--- src/core/dpas_pkg.sv ---
// Purpose: Shared constants and types for the host-side controller of one
//          port of an asynchronous dual-port RAM with semaphores and collision flag.
// Assumes: One 20 MHz clock; the memory port is reached only through its pins.
// Notes:   Pin timing is held as times in ns with cycle counts derived from them.
package dpas_pkg;

    localparam int unsigned DATA_W          = 16;
    localparam int unsigned ADDR_W          = 13;
    localparam int unsigned SEM_IDX_W       = 3;
    localparam int unsigned COUNT_W         = 8;

    localparam int unsigned CLK_PERIOD_NS   = 50;
    // Slowest grade figures, so any grade works from the same counts
    localparam int unsigned READ_ACCESS_NS  = 55;
    localparam int unsigned WRITE_PULSE_NS  = 50;
    localparam int unsigned WRITE_TO_HIZ_NS = 25;
    localparam int unsigned SEM_W2R_NS      = 15;
    localparam int unsigned SEM_PULSE_NS    = 20;

    function automatic int unsigned ceil_cycles(input int unsigned ns);
        int unsigned c;
        c = (ns + CLK_PERIOD_NS - 1) / CLK_PERIOD_NS;
        return (c < 1) ? 1 : c;
    endfunction : ceil_cycles

    localparam logic [COUNT_W-1:0] READ_ACCESS_CYCLES = COUNT_W'(ceil_cycles(READ_ACCESS_NS));
    localparam logic [COUNT_W-1:0] WRITE_PULSE_CYCLES = COUNT_W'(ceil_cycles(WRITE_PULSE_NS));
    localparam logic [COUNT_W-1:0] TURN_CYCLES        = COUNT_W'(ceil_cycles(WRITE_TO_HIZ_NS));
    localparam logic [COUNT_W-1:0] SEM_GAP_CYCLES     = COUNT_W'(ceil_cycles(SEM_W2R_NS + SEM_PULSE_NS));
    localparam logic [COUNT_W-1:0] HOLD_CYCLES        = 8'h01;
    // A one-cycle busy pulse never passes the agreement filter, so array writes strobe at least this long
    localparam logic [COUNT_W-1:0] FLAG_MIN_CYCLES    = 8'h02;
    localparam logic [COUNT_W-1:0] WR_STROBE_CYCLES   = (WRITE_PULSE_CYCLES > FLAG_MIN_CYCLES) ?
                                                        WRITE_PULSE_CYCLES : FLAG_MIN_CYCLES;
    // Three-stage synchroniser plus filtered output register
    localparam logic [COUNT_W-1:0] SYNC_SETTLE_CYCLES = 8'h05;

    typedef enum logic [2:0] {
        OP_RAM_READ  = 3'h0,
        OP_RAM_WRITE = 3'h1,
        OP_SEM_TAKE  = 3'h2,
        OP_SEM_GIVE  = 3'h3,
        OP_SEM_READ  = 3'h4
    } dpas_op_t;

    typedef enum logic [3:0] {
        ST_IDLE      = 4'h0,
        ST_SETUP     = 4'h1,
        ST_RD_ACCESS = 4'h2,
        ST_WR_PULSE  = 4'h3,
        ST_WR_HOLD   = 4'h4,
        ST_WR_CHECK  = 4'h5,
        ST_SEM_WRITE = 4'h6,
        ST_SEM_HOLD  = 4'h7,
        ST_SEM_GAP   = 4'h8,
        ST_SEM_READ  = 4'h9,
        ST_DONE      = 4'hA
    } dpas_fsm_t;

    typedef struct packed {
        dpas_op_t              op;
        logic [ADDR_W-1:0]     addr;
        logic [DATA_W-1:0]     wdata;
        logic                  upper_en;
        logic                  lower_en;
    } dpas_cmd_t;

    typedef struct packed {
        logic [DATA_W-1:0]     rdata;
        logic                  granted;
        logic                  collided;
    } dpas_rsp_t;

    typedef struct packed {
        logic                  chip_select_n;
        logic                  semaphore_select_n;
        logic                  read_write_n;
        logic                  output_enable_n;
        logic                  upper_byte_enable_n;
        logic                  lower_byte_enable_n;
    } dpas_pin_ctrl_t;

    localparam dpas_pin_ctrl_t PINS_IDLE = 6'h3F;

endpackage : dpas_pkg

--- src/core/dpas_sync.sv ---
// Purpose: Three-stage synchroniser with agreement filter for pin inputs.
// Assumes: Input is asynchronous to clk.
// Notes:   Output follows only when stages two and three agree.
`timescale 1ns/1ps
module dpas_sync #(
    parameter int unsigned   W         = 1,
    parameter logic [W-1:0]  RESET_VAL = '0
) (
    input  wire logic         clk,
    input  wire logic         arst_n,
    input  wire logic [W-1:0] d,
    output logic      [W-1:0] q
);
    typedef struct packed {
        logic [W-1:0] s1;
        logic [W-1:0] s2;
        logic [W-1:0] s3;
        logic [W-1:0] q;
    } dpas_sync_state_t;

    dpas_sync_state_t s;
    dpas_sync_state_t next_s;

    always_comb
    begin
        next_s    = s;
        next_s.s1 = d;
        next_s.s2 = s.s1;
        next_s.s3 = s.s2;
        if (s.s2 == s.s3)
        begin
            next_s.q = s.s3;
        end
    end

    always_ff @(posedge clk or negedge arst_n)
    begin
        if (!arst_n)
        begin
            s <= {RESET_VAL, RESET_VAL, RESET_VAL, RESET_VAL};
        end
        else
        begin
            s <= next_s;
        end
    end

    assign q = s.q;
endmodule : dpas_sync

--- src/core/dpas_port_ctrl.sv ---
// Purpose: Host controller that drives one port of an asynchronous dual-port RAM:
//          array reads and writes, semaphore take, give and read-back.
// Assumes: 20 MHz REF_CLK; pin inputs are asynchronous and are synchronised here.
// Notes:   One command at a time; a flagged collision is retried up to RETRY_LIMIT.
`timescale 1ns/1ps
module dpas_port_ctrl #(
    parameter logic [1:0] RETRY_LIMIT = 2'h3
) (
    input  wire logic                          REF_CLK,
    input  wire logic                          ARST_N,
    input  wire logic                          CMD_VALID,
    input  wire dpas_pkg::dpas_cmd_t           CMD,
    output logic                               CMD_READY,
    output logic                               RSP_VALID,
    output dpas_pkg::dpas_rsp_t                RSP,
    output dpas_pkg::dpas_pin_ctrl_t           PIN_CTRL,
    output logic [dpas_pkg::ADDR_W-1:0]        PIN_ADDR,
    output logic [dpas_pkg::DATA_W-1:0]        PIN_DATA_OUT,
    output logic                               PIN_DATA_OE,
    input  wire logic [dpas_pkg::DATA_W-1:0]   PIN_DATA_IN,
    input  wire logic                          PIN_COLLISION_FLAG_N
);
    typedef enum logic [1:0] {
        ACC_NONE = 2'h0,
        ACC_RAM  = 2'h1,
        ACC_SEM  = 2'h2
    } dpas_acc_t;

    typedef struct packed {
        dpas_pkg::dpas_fsm_t                 fsm;
        logic [dpas_pkg::COUNT_W-1:0]        count;
        logic [1:0]                          retries;
        dpas_pkg::dpas_cmd_t                 cmd;
        logic                                collided;
        dpas_pkg::dpas_pin_ctrl_t            pins;
        logic [dpas_pkg::ADDR_W-1:0]         addr;
        logic [dpas_pkg::DATA_W-1:0]         dout;
        logic                                doe;
        logic                                cmd_ready;
        logic                                rsp_valid;
        dpas_pkg::dpas_rsp_t                 rsp;
    } dpas_ctrl_state_t;

    dpas_ctrl_state_t              s;
    dpas_ctrl_state_t              next_s;
    logic                          collision_n;
    logic [dpas_pkg::DATA_W-1:0]   data_in;

    dpas_sync #(.W(1), .RESET_VAL(1'h1)) u_sync_collision (
        .clk    (REF_CLK),
        .arst_n (ARST_N),
        .d      (PIN_COLLISION_FLAG_N),
        .q      (collision_n)
    );

    dpas_sync #(.W(dpas_pkg::DATA_W), .RESET_VAL(16'h0000)) u_sync_data (
        .clk    (REF_CLK),
        .arst_n (ARST_N),
        .d      (PIN_DATA_IN),
        .q      (data_in)
    );

    // Select decoding for both kinds of access; write strobe and the active select move together
    function automatic dpas_pkg::dpas_pin_ctrl_t pins_for(input dpas_acc_t acc, input logic wr,
                                                          input dpas_pkg::dpas_cmd_t c);
        dpas_pkg::dpas_pin_ctrl_t p;
        p = dpas_pkg::PINS_IDLE;
        case (acc)
            ACC_RAM:
            begin
                p.chip_select_n       = 1'h0;
                p.semaphore_select_n  = 1'h1;
                p.upper_byte_enable_n = ~c.upper_en;
                p.lower_byte_enable_n = ~c.lower_en;
                p.read_write_n        = ~wr;
                p.output_enable_n     = wr;
            end
            ACC_SEM:
            begin
                p.chip_select_n       = 1'h1;
                p.semaphore_select_n  = 1'h0;
                p.read_write_n        = ~wr;
                p.output_enable_n     = wr;
            end
            default:
            begin
                p = dpas_pkg::PINS_IDLE;
            end
        endcase
        return p;
    endfunction : pins_for

    // Decide between a retry and the answer at the end of an array access
    function automatic logic want_retry(input logic collided, input logic [1:0] retries);
        return collided && (retries < RETRY_LIMIT);
    endfunction : want_retry

    always_comb
    begin
        next_s           = s;
        next_s.rsp_valid = 1'h0;
        if (s.count != 8'h00)
        begin
            next_s.count = s.count - 8'h01;
        end
        case (s.fsm)
            dpas_pkg::ST_IDLE:
            begin
                next_s.pins = dpas_pkg::PINS_IDLE;
                next_s.doe  = 1'h0;
                if (CMD_VALID && s.cmd_ready)
                begin
                    next_s.cmd       = CMD;
                    next_s.cmd_ready = 1'h0;
                    next_s.retries   = 2'h0;
                    next_s.collided  = 1'h0;
                    // An array access with no byte lane would select nothing
                    if (!CMD.upper_en && !CMD.lower_en)
                    begin
                        next_s.cmd.upper_en = 1'h1;
                        next_s.cmd.lower_en = 1'h1;
                    end
                    if (CMD.op == dpas_pkg::OP_RAM_READ || CMD.op == dpas_pkg::OP_RAM_WRITE)
                    begin
                        next_s.addr = CMD.addr;
                    end
                    else
                    begin
                        next_s.addr = {{(dpas_pkg::ADDR_W-dpas_pkg::SEM_IDX_W){1'h0}},
                                       CMD.addr[dpas_pkg::SEM_IDX_W-1:0]};
                    end
                    next_s.dout  = CMD.wdata;
                    next_s.fsm   = dpas_pkg::ST_SETUP;
                    next_s.count = dpas_pkg::TURN_CYCLES;
                end
            end
            dpas_pkg::ST_SETUP:
            begin
                // Deselected with outputs off; data bus left floating for the turnaround
                if (s.count <= 8'h01)
                begin
                    next_s.collided = 1'h0;
                    case (s.cmd.op)
                        dpas_pkg::OP_RAM_READ:
                        begin
                            next_s.pins  = pins_for(ACC_RAM, 1'h0, s.cmd);
                            next_s.fsm   = dpas_pkg::ST_RD_ACCESS;
                            next_s.count = dpas_pkg::READ_ACCESS_CYCLES + dpas_pkg::SYNC_SETTLE_CYCLES;
                        end
                        dpas_pkg::OP_RAM_WRITE:
                        begin
                            next_s.pins  = pins_for(ACC_RAM, 1'h1, s.cmd);
                            next_s.doe   = 1'h1;
                            next_s.fsm   = dpas_pkg::ST_WR_PULSE;
                            next_s.count = dpas_pkg::WR_STROBE_CYCLES;
                        end
                        dpas_pkg::OP_SEM_TAKE,
                        dpas_pkg::OP_SEM_GIVE:
                        begin
                            next_s.pins    = pins_for(ACC_SEM, 1'h1, s.cmd);
                            next_s.dout    = '0;
                            next_s.dout[0] = (s.cmd.op == dpas_pkg::OP_SEM_GIVE);
                            next_s.doe     = 1'h1;
                            next_s.fsm     = dpas_pkg::ST_SEM_WRITE;
                            next_s.count   = dpas_pkg::WRITE_PULSE_CYCLES;
                        end
                        dpas_pkg::OP_SEM_READ:
                        begin
                            next_s.pins  = pins_for(ACC_SEM, 1'h0, s.cmd);
                            next_s.fsm   = dpas_pkg::ST_SEM_READ;
                            next_s.count = dpas_pkg::READ_ACCESS_CYCLES + dpas_pkg::SYNC_SETTLE_CYCLES;
                        end
                        default:
                        begin
                            next_s.fsm = dpas_pkg::ST_DONE;
                        end
                    endcase
                end
            end
            dpas_pkg::ST_RD_ACCESS:
            begin
                if (!collision_n)
                begin
                    next_s.collided = 1'h1;
                end
                if (s.count <= 8'h01)
                begin
                    next_s.pins      = dpas_pkg::PINS_IDLE;
                    next_s.rsp.rdata = data_in;
                    next_s.collided  = s.collided || !collision_n;
                    if (want_retry(s.collided || !collision_n, s.retries))
                    begin
                        next_s.retries = s.retries + 2'h1;
                        next_s.fsm     = dpas_pkg::ST_SETUP;
                        next_s.count   = dpas_pkg::TURN_CYCLES + dpas_pkg::SYNC_SETTLE_CYCLES;
                    end
                    else
                    begin
                        next_s.fsm = dpas_pkg::ST_DONE;
                    end
                end
            end
            dpas_pkg::ST_WR_PULSE:
            begin
                if (!collision_n)
                begin
                    next_s.collided = 1'h1;
                end
                if (s.count <= 8'h01)
                begin
                    // Strobes rise together; data is held one more cycle
                    next_s.pins  = dpas_pkg::PINS_IDLE;
                    next_s.fsm   = dpas_pkg::ST_WR_HOLD;
                    next_s.count = dpas_pkg::HOLD_CYCLES;
                end
            end
            dpas_pkg::ST_WR_HOLD:
            begin
                next_s.doe   = 1'h0;
                next_s.fsm   = dpas_pkg::ST_WR_CHECK;
                next_s.count = dpas_pkg::SYNC_SETTLE_CYCLES;
            end
            dpas_pkg::ST_WR_CHECK:
            begin
                // Flag reaches us late through the synchroniser, so keep looking a while
                if (!collision_n)
                begin
                    next_s.collided = 1'h1;
                end
                if (s.count <= 8'h01)
                begin
                    if (want_retry(s.collided || !collision_n, s.retries))
                    begin
                        next_s.retries = s.retries + 2'h1;
                        next_s.fsm     = dpas_pkg::ST_SETUP;
                        next_s.count   = dpas_pkg::TURN_CYCLES;
                    end
                    else
                    begin
                        next_s.collided = s.collided || !collision_n;
                        next_s.fsm      = dpas_pkg::ST_DONE;
                    end
                end
            end
            dpas_pkg::ST_SEM_WRITE:
            begin
                if (s.count <= 8'h01)
                begin
                    next_s.pins  = dpas_pkg::PINS_IDLE;
                    next_s.fsm   = dpas_pkg::ST_SEM_HOLD;
                    next_s.count = dpas_pkg::HOLD_CYCLES;
                end
            end
            dpas_pkg::ST_SEM_HOLD:
            begin
                next_s.doe   = 1'h0;
                next_s.fsm   = dpas_pkg::ST_SEM_GAP;
                next_s.count = dpas_pkg::SEM_GAP_CYCLES;
            end
            dpas_pkg::ST_SEM_GAP:
            begin
                if (s.count <= 8'h01)
                begin
                    next_s.pins  = pins_for(ACC_SEM, 1'h0, s.cmd);
                    next_s.fsm   = dpas_pkg::ST_SEM_READ;
                    next_s.count = dpas_pkg::READ_ACCESS_CYCLES + dpas_pkg::SYNC_SETTLE_CYCLES;
                end
            end
            dpas_pkg::ST_SEM_READ:
            begin
                if (s.count <= 8'h01)
                begin
                    next_s.pins        = dpas_pkg::PINS_IDLE;
                    next_s.rsp.rdata   = data_in;
                    // Low bit 0 on read-back means this port holds the token
                    next_s.rsp.granted = ~data_in[0];
                    next_s.fsm         = dpas_pkg::ST_DONE;
                end
            end
            dpas_pkg::ST_DONE:
            begin
                next_s.rsp.collided = s.collided;
                if (s.cmd.op == dpas_pkg::OP_RAM_READ || s.cmd.op == dpas_pkg::OP_RAM_WRITE)
                begin
                    next_s.rsp.granted = 1'h0;
                end
                if (s.cmd.op == dpas_pkg::OP_RAM_WRITE)
                begin
                    next_s.rsp.rdata = '0;
                end
                next_s.rsp_valid = 1'h1;
                next_s.cmd_ready = 1'h1;
                next_s.fsm       = dpas_pkg::ST_IDLE;
            end
            default:
            begin
                next_s.pins = dpas_pkg::PINS_IDLE;
                next_s.doe  = 1'h0;
                next_s.fsm  = dpas_pkg::ST_IDLE;
            end
        endcase
    end

    always_ff @(posedge REF_CLK or negedge ARST_N)
    begin
        if (!ARST_N)
        begin
            s           <= '0;
            s.fsm       <= dpas_pkg::ST_IDLE;
            s.pins      <= dpas_pkg::PINS_IDLE;
            s.cmd_ready <= 1'h1;
        end
        else
        begin
            s <= next_s;
        end
    end

    assign CMD_READY    = s.cmd_ready;
    assign RSP_VALID    = s.rsp_valid;
    assign RSP          = s.rsp;
    assign PIN_CTRL     = s.pins;
    assign PIN_ADDR     = s.addr;
    assign PIN_DATA_OUT = s.dout;
    assign PIN_DATA_OE  = s.doe;
endmodule : dpas_port_ctrl

--- config.mk ---
export PLATFORM = sky130hd
export DESIGN_NAME = dpas_port_ctrl
export DESIGN_NICKNAME = d
export VERILOG_FILES = /design/src/core/dpas_pkg.sv /design/src/core/dpas_sync.sv /design/src/core/dpas_port_ctrl.sv
export SDC_FILE = /design/constraint.sdc
export NUM_CORES = 1
export LEC_CHECK = 0
export ABC_AREA = 1
export BUFFER_PORTS_ARGS = -buffer_cell sky130_fd_sc_hd__buf_4
export CORE_MARGIN = 1
export CORE_UTILIZATION = 32
export CTS_CLUSTER_SIZE = 30
export DETAILED_ROUTE_END_ITERATION = 16
export GPL_ROUTABILITY_DRIVEN = 0
export HOLD_SLACK_MARGIN = 0.08
export SLEW_MARGIN = 20
export SYNTH_ARGS = -nofsm -noshare
export SYNTH_HDL_FRONTEND = slang
export SYNTH_SLANG_ARGS = --single-unit
--- constraint.sdc ---
create_clock -name REF_CLK -period 1.99 [get_ports REF_CLK]
set_input_delay 0.4975 -clock REF_CLK [delete_from_list [all_inputs] [get_ports REF_CLK]]
set_output_delay 0.4975 -clock REF_CLK [all_outputs]
set_load 0.05 [all_outputs]
==> impl_metrics.ini <==
[setup_path]
crit_required_ps = 2290
arrival_ps = 2100
worstPathBufferInverterCount = 3
path_cells = inv_2, ha_2, inv_1, nand2_1, nand2_1, nor2_4, nor2_1, nor2_1, nand2_2, buf_12, nand2_1, o21ai_0
crit_family = simple AND/OR/NAND/NOR gates
slowest_stage = dfrtp_1
cpMostUsedCell = nand2_1
critical_path_class = reg -> reg
cp_max_fo = 32
worstSetupStartpointType = flip-flop
crit_path_end_kind = flip-flop
cpPeakStageDelay_ps = 390

[global_routing]
grt_pass1_vias = 4338
grt_max_degree = 49
antenna_found_initial = 0
overflow = 0
grt_pass1_wl_mm = 20.7
grt.total_usage = 0.129

[cts]
cts_buffer_depth = 2
numCtsBuffers = 17
clock-root-buffer = clkbuf_16
cts_tree = built
clock_latency_ps = 430
clock_sinks = 144
path_clk_slew_ps = 70
ctsHtreeMaxLevel = 4

[flow_run]
max_cap_viol_count = 0

[floorplanning]
die_x_um = 144
ios = 110
placementRows = 51
die_h_um = 144
die_area_sq_mm = 0.0208
start_util = 0.329
core_sq_mm = 0.0197

[layout]
layout.cells.most_common = nand2_1
ff_latch_area_sq_mm = 0.00362
fill_cells = 2003
final_cell_mix = nand2_1 (226), dfrtp_1 (133), buf_4 (116)
fin_nets = 850
multi_input_area_sq_mm = 0.00218
area_delta_synth_final_pct = 21.7
drive_above_1_share = 0.263
instances_no_fill = 1070
diodes = 0

[logic_synthesis]
synth_edf_count = 0
ys_types = 33
synth_area_leaders = dfrtp_1 (51%), nand2_1 (13%), buf_4 (6.3%)
synth_area_sq_mm = 0.00647
seq_area_frac_synth = 0.559
synthesis.instances = 720
yosysWarnings = 0
synth_area_leader_cell = dfrtp_1
async_flop_share = 1.00
synth_ff_type = dfrtp_1
syn-num-nets = 778
synth_top_area_frac = 0.514
ys_ff_latch = 144
avgSynthCellArea_sq_um = 8.99

[min_path]
hold_class = in -> reg

[power_and_ir_drop]
power_density_mw_per_mm2 = 796
peakVddDrop_v = 0.000593
finalPower_mw = 6.26
power.leakage_nw = 3.94

[timing]
fmax_ghz = 0.557
skew_ps = 25.0
slew_headroom = 0.670
rsz0062_at_grt = no
min_period_over_period = 0.903
finalMaxSlewViolations = 0
tightestPinTransition_ps = 494
setup_tns_ps = 0
finalCriticalPeriod_ps = 1800
holdWs_ps = 173
final-setup-viol-count = 0
hold_viol_final = 0

[detailed_routing]
ant_nets = 0
drt_iter0_drc = 205
vias_per_cell = 4.32
route.detailed.drc = 0
vias = 4620
wire_per_inst_um = 11.9
drt_wl_total_mm = 12.8
drtPass1Iterations = 6

[place]
dp_hpwl_mm = 9.40
portBuffers = 109
placed_cells = 1037

[run_status]
status = complete, no violations
[logic make-up (layout without fill, tap and decap cells)]
family | count (synthesis) | count (layout) | synth area share
simple gates | 352 | 352 | 0.230
fa+ha+maj | 5 | 5 | 0.00928
compound gates | 79 | 79 | 0.0700
buf+inv | 121 | 206 | 0.106
xor+xnor | 19 | 19 | 0.0257
flops | 144 | 144 | 0.559
[flip-flops by register name, summed over array words and instances, names as in the netlist]
| signal | count |
|---|---|
| u_sync_data.next_s | 32 |
| s | 23 |
| RSP | 18 |
| PIN_DATA_OUT | 16 |
| u_sync_data.q | 16 |
| u_sync_data.s | 16 |
| PIN_ADDR | 10 |
| PIN_CTRL | 6 |
| u_sync_collision.next_s | 2 |
| CMD_READY | 1 |
| PIN_DATA_OE | 1 |
| RSP_VALID | 1 |
| u_sync_collision.q | 1 |
| u_sync_collision.s | 1 |
[final cells by class]
cell class / instances / area share
Clock inverter: 14 / 0.0180
Tap cell: 265 / 0.0421
Timing Repair Buffer: 122 / 0.122
Inverter: 52 / 0.0248
Sequential cell: 144 / 0.459
Clock buffer: 18 / 0.0558
Multi-Input combinational cell: 455 / 0.277
[synth_stat cells (7+ instances only)]
master,count
nand2_1,227
dfrtp_1,133
buf_4,54
nor2_1,52
nand3_1,42
inv_1,40
o21ai_0,29
o21ai_1,21
xnor2_1,17
a21oi_1,13
inv_2,12
dfstp_2,11
o21ai_2,11
nand4_1,9
nor2_2,9
buf_2,7
[report_power, final]
part           switching (mW)  internal (mW)
Clock                    1.35           1.69
Combinational          0.0935          0.108
Sequential             0.0298           2.99
Total                    1.48           4.79
[stage by stage]
step                worst slack (ps)  instance area, sq um  utilization
global placement                 183                  7260        0.369
CTS                              134                  7850        0.399
global route                    21.7                  7870        0.401
finish                           194                  7870        0.401
detailed placement               140                  7260        0.369
floorplan                        351                  6470            -
[path summary, 6_finish.rpt]
check                                        from                endpoint  slack [ps]  depth (start not counted)
max in group asynchronous                  ARST_N             PIN_CTRL[2]         900                          3
max                                         s[94]         PIN_DATA_OUT[0]         190                         12
min                                PIN_DATA_IN[2]  u_sync_data.next_s[34]         170                          1
min in group asynchronous                  ARST_N  u_sync_data.next_s[36]         500                          2
max reg2reg                                 s[94]         PIN_DATA_OUT[0]         190                         12
min reg2reg                u_sync_data.next_s[46]  u_sync_data.next_s[30]         350                          0
[what timing repair did]
action	CTS	global route
buffers inserted	0	0
hold buffers	1	0
hold endpoints to repair	25	0
endpoints found under the setup margin	0	16
gates resized for setup	0	7
[per-layer routing]
metal / up-vias / global-route usage / part of all wire
met4: 0 / 0.0571 / 0.022
met3: 21 / 0.0354 / 0.049
li1: 2371 / - / -
met5: - / 0 / 0
met1: 2111 / 0.174 / 0.47
met2: 117 / 0.194 / 0.45
(Power assumes the default switching activity.)
